===== src/rtl/ulf_pkg.sv =====
package ulf_pkg;
    // Register byte offsets, general set (divisor access clear); efr is reached only with divisor access set
    localparam logic [3:0] OFS_DATA = 4'h0;
    localparam logic [3:0] OFS_STATUS = 4'h4;
    localparam logic [3:0] OFS_FORMAT = 4'h8;
    localparam logic [3:0] OFS_EFR = 4'hc;
    // Register byte offsets while divisor access is set
    localparam logic [3:0] OFS_DIV_LO = 4'h0;
    localparam logic [3:0] OFS_DIV_HI = 4'h4;
    // Reset values
    localparam logic [7:0] FORMAT_RESET = 8'h00;
    localparam logic [15:0] DIV_RESET = 16'h0001;
    localparam logic [7:0] EFR_RESET = 8'h00;
    // Frame timing in half bit times, and the word length base in data bits
    localparam logic [2:0] HALVES_BIT = 3'h2;
    localparam logic [2:0] HALVES_STOP_1 = 3'h2;
    localparam logic [2:0] HALVES_STOP_15 = 3'h3;
    localparam logic [2:0] HALVES_STOP_2 = 3'h4;
    localparam logic [3:0] WLEN_BASE = 4'h5;

    // Line format register layout, bit 7 first
    typedef struct packed {
        logic dlab;
        logic brk;
        logic stick;
        logic even;
        logic pen;
        logic stop2;
        logic [1:0] wlen;
    } ulf_fmt_t;

    typedef enum logic [2:0] {
        ULF_IDLE = 3'b000,
        ULF_START = 3'b001,
        ULF_DATA = 3'b010,
        ULF_PAR = 3'b011,
        ULF_STOP = 3'b100
    } ulf_state_t;

    // Data bits per character, 5 to 8
    function automatic logic [3:0] ulf_bits(input ulf_fmt_t f);
        return WLEN_BASE + {2'h0, f.wlen};
    endfunction

    // Stop length in half bits
    function automatic logic [2:0] ulf_stop_halves(input ulf_fmt_t f);
        if (!f.stop2)
            return HALVES_STOP_1;
        return (f.wlen == 2'h0) ? HALVES_STOP_15 : HALVES_STOP_2;
    endfunction

    // Parity bit for the used data bits
    function automatic logic ulf_parity(input logic [7:0] d, input ulf_fmt_t f);
        logic [7:0] m;
        m = 8'hff >> (4'h8 - ulf_bits(f));
        if (f.stick)
            return ~f.even;
        return f.even ? ^(d & m) : ~^(d & m);
    endfunction

    // Reload value of the half bit counter
    function automatic logic [15:0] ulf_reload(input logic [15:0] div);
        return (div == 16'h0) ? 16'h0 : div - 16'h1;
    endfunction
endpackage


===== src/rtl/ulf_core.sv =====
// What this block does
// Format bit 7 set maps divisor latch and enhanced feature register in.
// While bit 7 is set, the general registers cannot be reached.
// Bit 6 set holds the serial output low until cleared.
// Bit 3 enables a parity bit on transmit and its check on receive.
// Bit 4 chooses even (one) or odd (zero) parity for both directions.
// Bits 5 and 3 set force parity to the inverse of bit 4.
// Bit 2 selects stop length with word length; reset value zero.
// Stop is one bit, or 1.5 for five bits, else two bits.
// Bits 1-0 set character length for both directions; reset zero.
// Word length codes 00 to 11 give 5 to 8 data bits.
// The format register reads zero after reset.
// Receive parity mismatch flags a parity error for that character.
//
// The implementer's own choices: the Avalon-MM interface to the registers and the register addresses.
`timescale 1ns/1ps
`default_nettype none
module ulf_core (
    // Clock and reset
    input wire logic core_clk,
    input wire logic rst,
    // Avalon-MM slave
    input wire logic [3:0] avs_address,
    input wire logic avs_read,
    input wire logic avs_write,
    input wire logic [3:0] avs_byteenable,
    input wire logic [31:0] avs_writedata,
    output logic [31:0] avs_readdata,
    output logic avs_waitrequest,
    // Serial line
    input wire logic rx_serial,
    output logic tx_serial
);
    import ulf_pkg::*;

    typedef struct packed {
        ulf_fmt_t line_format_control;
        logic [15:0] div;
        logic [7:0] efr;
        logic waitreq;
        logic [31:0] rdata;
        logic tx_pin;
        logic tx_go;
        logic [7:0] tx_data;
        logic [2:0] rx_sync;
        logic rx_s;
        ulf_state_t rx_state;
        logic [15:0] rx_cnt;
        logic [2:0] rx_halves;
        logic [3:0] rx_bits;
        logic [7:0] rx_shift;
        logic rx_par;
        logic [7:0] rx_data;
        logic rx_ready;
        logic rx_perr;
        logic rx_ferr;
    } ulf_core_st_t;

    ulf_core_st_t st;
    ulf_core_st_t next_st;
    logic tx_line;
    logic tx_busy;
    logic acc;
    logic rx_tick;
    logic rx_bit_end;
    logic rx_done;
    logic rx_perr_now;
    logic [31:0] rd_mux;

    assign avs_readdata = st.rdata;
    assign avs_waitrequest = st.waitreq;
    assign tx_serial = st.tx_pin;

    ////////////////////////////////////////////////////////////////////////
    // Transmitter
    ulf_tx u_tx (
        .core_clk(core_clk),
        .rst(rst),
        .start(st.tx_go),
        .data(st.tx_data),
        .fmt(st.line_format_control),
        .half_div(st.div),
        .txd(tx_line),
        .busy(tx_busy)
    );

    ////////////////////////////////////////////////////////////////////////
    // Read data selection, banked by the divisor access bit
    always_comb begin
        rd_mux = 32'h0;
        if (avs_address == OFS_FORMAT) begin
            rd_mux = {24'h0, st.line_format_control};
        end else if (st.line_format_control.dlab) begin
            unique case (avs_address)
                OFS_DIV_LO: rd_mux = {24'h0, st.div[7:0]};
                OFS_DIV_HI: rd_mux = {24'h0, st.div[15:8]};
                OFS_EFR: rd_mux = {24'h0, st.efr};
                default: rd_mux = 32'h0;
            endcase
        end else begin
            unique case (avs_address)
                OFS_DATA: rd_mux = {24'h0, st.rx_data};
                OFS_STATUS: rd_mux = {28'h0, tx_busy, st.rx_ferr, st.rx_perr, st.rx_ready};
                default: rd_mux = 32'h0;
            endcase
        end
    end

    assign acc = (avs_read || avs_write) && !st.waitreq;
    assign rx_tick = (st.rx_cnt == 16'h0);
    assign rx_bit_end = rx_tick && (st.rx_halves == 3'h0);
    assign rx_done = (st.rx_state == ULF_STOP) && rx_bit_end;
    assign rx_perr_now = st.line_format_control.pen
        && (st.rx_par != ulf_parity(st.rx_shift, st.line_format_control));

    ////////////////////////////////////////////////////////////////////////
    // Next state: bus slave, register file, break, receiver
    always_comb begin
        next_st = st;
        next_st.tx_go = 1'b0;
        next_st.waitreq = 1'b1;
        // One wait cycle, then answer
        if ((avs_read || avs_write) && st.waitreq) begin
            next_st.waitreq = 1'b0;
            next_st.rdata = rd_mux;
        end
        // Writes take effect on the answering edge
        if (acc && avs_write && avs_byteenable[0]) begin
            if (avs_address == OFS_FORMAT) begin
                next_st.line_format_control = ulf_fmt_t'(avs_writedata[7:0]);
            end else if (st.line_format_control.dlab) begin
                unique case (avs_address)
                    OFS_DIV_LO: next_st.div[7:0] = avs_writedata[7:0];
                    OFS_DIV_HI: next_st.div[15:8] = avs_writedata[7:0];
                    OFS_EFR: next_st.efr = avs_writedata[7:0];
                    default: next_st.efr = st.efr;
                endcase
            end else if (avs_address == OFS_DATA && !tx_busy) begin
                next_st.tx_data = avs_writedata[7:0];
                next_st.tx_go = 1'b1;
            end
        end
        // Reading received data clears its flags
        if (acc && avs_read && !st.line_format_control.dlab && avs_address == OFS_DATA) begin
            next_st.rx_ready = 1'b0;
            next_st.rx_perr = 1'b0;
            next_st.rx_ferr = 1'b0;
        end
        // Break forces the line low
        next_st.tx_pin = st.line_format_control.brk ? 1'b0 : tx_line;
        // Input synchroniser, change accepted when stages two and three agree
        next_st.rx_sync = {st.rx_sync[1:0], rx_serial};
        if (st.rx_sync[1] == st.rx_sync[2])
            next_st.rx_s = st.rx_sync[2];
        // Receiver bit timing
        if (st.rx_state != ULF_IDLE) begin
            next_st.rx_cnt = rx_tick ? ulf_reload(st.div) : st.rx_cnt - 16'h1;
            if (rx_tick)
                next_st.rx_halves = st.rx_halves - 3'h1;
        end
        unique case (st.rx_state)
            ULF_IDLE: begin
                if (!st.rx_s) begin
                    next_st.rx_state = ULF_START;
                    next_st.rx_cnt = ulf_reload(st.div);
                    next_st.rx_halves = 3'h0;
                end
            end
            ULF_START: begin
                if (rx_bit_end) begin
                    next_st.rx_state = st.rx_s ? ULF_IDLE : ULF_DATA;
                    next_st.rx_halves = HALVES_BIT - 3'h1;
                    next_st.rx_bits = 4'h0;
                    next_st.rx_shift = 8'h0;
                end
            end
            ULF_DATA: begin
                if (rx_bit_end) begin
                    next_st.rx_halves = HALVES_BIT - 3'h1;
                    next_st.rx_shift[3'(st.rx_bits)] = st.rx_s;
                    next_st.rx_bits = st.rx_bits + 4'h1;
                    if (st.rx_bits == ulf_bits(st.line_format_control) - 4'h1)
                        next_st.rx_state = st.line_format_control.pen ? ULF_PAR : ULF_STOP;
                end
            end
            ULF_PAR: begin
                if (rx_bit_end) begin
                    next_st.rx_par = st.rx_s;
                    next_st.rx_state = ULF_STOP;
                    next_st.rx_halves = HALVES_BIT - 3'h1;
                end
            end
            ULF_STOP: begin
                if (rx_bit_end) begin
                    next_st.rx_state = ULF_IDLE;
                    next_st.rx_data = st.rx_shift;
                    next_st.rx_ready = 1'b1;
                    next_st.rx_perr = rx_perr_now;
                    next_st.rx_ferr = !st.rx_s;
                end
            end
            default: next_st.rx_state = ULF_IDLE;
        endcase
    end

    ////////////////////////////////////////////////////////////////////////
    // State register
    always_ff @(posedge core_clk) begin
        if (rst) begin
            st <= '0;
            st.line_format_control <= ulf_fmt_t'(FORMAT_RESET);
            st.div <= DIV_RESET;
            st.efr <= EFR_RESET;
            st.waitreq <= 1'b1;
            st.tx_pin <= 1'b1;
            st.rx_sync <= 3'h7;
            st.rx_s <= 1'b1;
        end else begin
            st <= next_st;
        end
    end
endmodule // ulf_core
`default_nettype wire


===== src/rtl/ulf_tx.sv =====
`timescale 1ns/1ps
`default_nettype none
module ulf_tx (
    // Clock and reset
    input wire logic core_clk,
    input wire logic rst,
    // Character request
    input wire logic start,
    input wire logic [7:0] data,
    input wire ulf_pkg::ulf_fmt_t fmt,
    input wire logic [15:0] half_div,
    // Serial side
    output logic txd,
    output logic busy
);
    import ulf_pkg::*;

    typedef struct packed {
        ulf_state_t state;
        ulf_fmt_t fmt;
        logic [7:0] data;
        logic [15:0] cnt;
        logic [2:0] halves;
        logic [3:0] bits;
        logic txd;
        logic busy;
    } ulf_tx_st_t;

    ulf_tx_st_t st;
    ulf_tx_st_t next_st;
    logic tick;
    logic bit_end;

    assign txd = st.txd;
    assign busy = st.busy;
    assign tick = (st.cnt == 16'h0);
    assign bit_end = tick && (st.halves == 3'h0);

    // Frame sequencer: start, data, optional parity, stop
    always_comb begin
        next_st = st;
        if (st.state != ULF_IDLE) begin
            next_st.cnt = tick ? ulf_reload(half_div) : st.cnt - 16'h1;
            if (tick)
                next_st.halves = st.halves - 3'h1;
        end
        unique case (st.state)
            ULF_IDLE: begin
                if (start) begin
                    next_st.state = ULF_START;
                    next_st.fmt = fmt;
                    next_st.data = data;
                    next_st.cnt = ulf_reload(half_div);
                    next_st.halves = HALVES_BIT - 3'h1;
                    next_st.txd = 1'b0;
                    next_st.busy = 1'b1;
                end
            end
            ULF_START: begin
                if (bit_end) begin
                    next_st.state = ULF_DATA;
                    next_st.bits = 4'h0;
                    next_st.halves = HALVES_BIT - 3'h1;
                    next_st.txd = st.data[0];
                end
            end
            ULF_DATA: begin
                if (bit_end) begin
                    next_st.halves = HALVES_BIT - 3'h1;
                    if (st.bits == ulf_bits(st.fmt) - 4'h1) begin
                        if (st.fmt.pen) begin
                            next_st.state = ULF_PAR;
                            next_st.txd = ulf_parity(st.data, st.fmt);
                        end else begin
                            next_st.state = ULF_STOP;
                            next_st.txd = 1'b1;
                            next_st.halves = ulf_stop_halves(st.fmt) - 3'h1;
                        end
                    end else begin
                        next_st.bits = st.bits + 4'h1;
                        next_st.txd = st.data[3'(st.bits + 4'h1)];
                    end
                end
            end
            ULF_PAR: begin
                if (bit_end) begin
                    next_st.state = ULF_STOP;
                    next_st.txd = 1'b1;
                    next_st.halves = ulf_stop_halves(st.fmt) - 3'h1;
                end
            end
            ULF_STOP: begin
                if (bit_end) begin
                    next_st.state = ULF_IDLE;
                    next_st.busy = 1'b0;
                end
            end
            default: next_st.state = ULF_IDLE;
        endcase
    end

    // State register
    always_ff @(posedge core_clk) begin
        if (rst) begin
            st <= '0;
            st.txd <= 1'b1;
        end else begin
            st <= next_st;
        end
    end
endmodule // ulf_tx
`default_nettype wire


===== config.mk =====
export PLATFORM = sky130hd
export DESIGN_NAME = ulf_core
export DESIGN_NICKNAME = d
export VERILOG_FILES = /design/src/rtl/ulf_pkg.sv /design/src/rtl/ulf_core.sv /design/src/rtl/ulf_tx.sv
export SDC_FILE = /design/constraint.sdc
export NUM_CORES = 1
export LEC_CHECK = 0
export BUFFER_PORTS_ARGS = -buffer_cell sky130_fd_sc_hd__buf_2
export CAP_MARGIN = 10
export CORE_ASPECT_RATIO = 1.5
export CORE_MARGIN = 1
export CORE_UTILIZATION = 40
export CTS_BUF_LIST = sky130_fd_sc_hd__clkbuf_4
export DETAILED_ROUTE_END_ITERATION = 10
export MAX_ROUTING_LAYER = met4
export SETUP_SLACK_MARGIN = 0.4
export SLEW_MARGIN = 20
export SYNTH_ARGS = -nofsm -noshare
export SYNTH_HDL_FRONTEND = slang
export SYNTH_SLANG_ARGS = --single-unit

===== constraint.sdc =====
create_clock -name core_clk -period 3.25 [get_ports core_clk]
set_clock_uncertainty 0.2 [all_clocks]
set_input_delay 0.325 -clock core_clk [delete_from_list [all_inputs] [get_ports core_clk]]
set_output_delay 0.325 -clock core_clk [all_outputs]
set_load 0.01 [all_outputs]

==> results.cfg <==
[detailed_routing]
via_count = 6846
detail-route-antenna-nets = 0
route.detailed.vias_per_inst = 5.48
post-route-drc-count = 0
drtPass1Iterations = 5
route.detailed.wl_per_inst_um = 16.0
initialDrtViolationCount = 472
detail_route.wirelength_um = 20000

[clocking]
clock_latency_ns = 0.58
cts-buffers-inserted = 17
htree_levels = 4
cts_setup_buffers = 0
cts.path.max_buffers = 2
ctsRootBufferMaster = sky130_fd_sc_hd__clkbuf_4
path_clk_slew_ns = 0.14
cts.sinks = 143
cts_tree = built

[global_routing]
grt_usage_pct = 21.3
via_count_of_the_first_global_routing_pass = 6454
grt_antenna_before_repair = 1
grt_pass1_wl_um = 32900
pin_count_of_the_biggest_net_entering_global_routing = 53
grt_remaining_overflow = 0

[sta]
timing.final.max_slew_violations = 0
final.setup.tns_ns = 0
timing.fmax_mhz = 378
timing.final.crit_share_pct = 81.3
max_slew_margin_pct = 43.2
max_slew.worst_pin.slew_ns = 0.848
timing.final.ws_setup_ns = 0.606
finalCriticalPeriod_ns = 2.64
timing.final.hold_violations = 0
final_hold_slack_ns = 0.0320
unrepaired_setup_endpoints_after_global_routing = no
timing.final.setup_violations = 0

[yosys]
yosysWarnings = 0
synth_seq_cells = 143
postSynth.asyncResetShare_pct = 0
synth_area_leaders = sky130_fd_sc_hd__dfxtp_1, sky130_fd_sc_hd__mux2i_1, sky130_fd_sc_hd__nor2_1
synthesis.instances = 950
seq_area_frac_synth_pct = 36.2
netlist_area_pre_place_um2 = 7900
synth_edf_count = 0
synth.lib_cells_used.distinct = 77
synth_top_area_cell = sky130_fd_sc_hd__dfxtp_1
yosys.cell_count.top_type = sky130_fd_sc_hd__dfxtp_1
syn_area_per_cell_um2 = 8.32
synth_top_cells_by_count = sky130_fd_sc_hd__dfxtp_1, sky130_fd_sc_hd__nor2_1, sky130_fd_sc_hd__nand2_1
synth-main-ff-cell = sky130_fd_sc_hd__dfxtp_1
yosysTopAreaCellShare_pct = 36.2

[final_layout]
fill_cell_count = 1996
final_standard_cell_utilization_of_the_core_pct = 45.0
multi_input_area_um2 = 4620
regArea_um2 = 2860
synthToLayoutAreaGrowth_pct = 9.47
drive_above_1_share_pct = 13.0
finalNetCount = 1041

[worst_setup_path]
worst_setup_path_end_kind = register
worstSetupStartpointType = register
timing.critical_path.required_ns = 3.49
critical_path_peak_fanout = 5
timing.critical_path.cells = inv_1, ha_1, nor4b_1, nand4_1, nor2_2, a21oi_1, a2111oi_0, nor3_1
path_class = reg2reg
cpPeakStageDelay_ns = 0.47
worst_ep_arrival_time_ns = 2.88
cp_slowest_cell = sky130_fd_sc_hd__a2111oi_0

[status]
run_status = finished clean

[power_and_ir_drop]
vdd_drop_max_v = 0.000260
leakage_nw = 3.41
power_density_nw_per_um2 = 457

[floorplanning]
rows = 62
io_pins = 79
chipHeight_um = 174
design.core.area_um2 = 19200
start_util_pct = 41.1
die_width_um = 117
die_area_um2 = 20300

[placed_design]
portBuffers = 27
hpwl_um = 14700
dp_slack_ns = 0.433
rd_place_congestion = 0.861

[flow_run]
maxCapViolations = 0

[worst_hold_path]
min-delay-path-class = in2reg
## layout by cell type, fill, tap and decap left out, types with 29 or more instances in the layout
cell type / n
sky130_fd_sc_hd__nand2_1: 83
sky130_fd_sc_hd__o21ai_0: 34
sky130_fd_sc_hd__dfxtp_1: 143
sky130_fd_sc_hd__nor3_1: 30
sky130_fd_sc_hd__nand3_1: 29
sky130_fd_sc_hd__a21oi_1: 70
sky130_fd_sc_hd__nor2_1: 140
sky130_fd_sc_hd__mux2i_1: 59
## stage by stage
stage	area [um^2]	total power, mW	instances
after floorplan	7990	2.58	973
after global placement	8240	2.81	1205
after detailed placement	8240	2.81	1205
after CTS	8630	3.99	1248
after global routing	8650	4.17	1249
final	8650	3.95	1249
## kinds of logic (layout without fill, tap and decap cells)
group                      Yosys count  count (layout)  share of synthesized area [%]
and+or+nand+nor                    392             392                           25.0
AOI/OAI and AO/OA                  191             191                           15.6
DFF                                143             143                           36.2
buffers and inverters              104             123                           6.70
muxes                               69              69                           9.18
xor gates and xnor gates            33              33                           4.53
adders and majority gates           17              17                           2.69
other                                1              25                         0.0475
## flip-flops by register name (all words and copies together) (netlist names)
name and flops:
st 89, u_tx.st 40, avs_readdata 8, next_st 2, avs_waitrequest 1, tx_serial 1, u_tx.busy 1, u_tx.txd 1
## power breakdown
group | internal (mW) | switching (mW) | leakage, nW
registers | 1.81 | 0.0695 | 1.15
clock network | 0.415 | 0.742 | 0.149
logic | 0.360 | 0.555 | 2.10
## metal layers
| layer | vias to the layer above | GRT usage [%] | part of all wire [%] |
|---|---|---|---|
| met2 | 170 | 36.9 | 52 |
| met5 | - | - | 0 |
| met4 | 0 | 9.60 | 3.2 |
| li1 | 3398 | - | - |
| met1 | 3235 | 23.7 | 42 |
| met3 | 43 | 3.42 | 3.3 |
## final timing paths
check	from	endpoint	slack, ns	depth (start not counted)
worst min-delay path	rst	st[20]	0.03	2
worst min register to register	next_st[48]	next_st[49]	0.24	1
worst max register to register	u_tx.st[10]	u_tx.st[6]	0.61	8
worst max-delay path	u_tx.st[10]	u_tx.st[6]	0.61	8
## what timing repair did
| item | 4_1_cts | 5_1_grt |
|---|---|---|
| hold buffers | 11 | 0 |
| setup endpoints to repair | 1 | 18 |
| resized for setup | 1 | 5 |
| pin swaps | 0 | 1 |
| hold endpoints to repair | 43 | 0 |
## layout make-up
class,count,area share (%)
multi-input combinational,726,53.4
sequential,143,33.1
timing repair buffer,65,5.39
tap,256,3.70
clock inverter,14,1.69
clock buffer,18,1.56
inverter,26,1.13
antenna,1,0.0289
## worst max-delay path: cells and delay by family, from the launching register on
kind            cells  cell delay, ns
fa+ha+maj           1            0.20
simple gates        4            1.12
buf+inv             1            0.06
flops               1            0.37
compound gates      2            0.57
(Power assumes the default switching activity.)
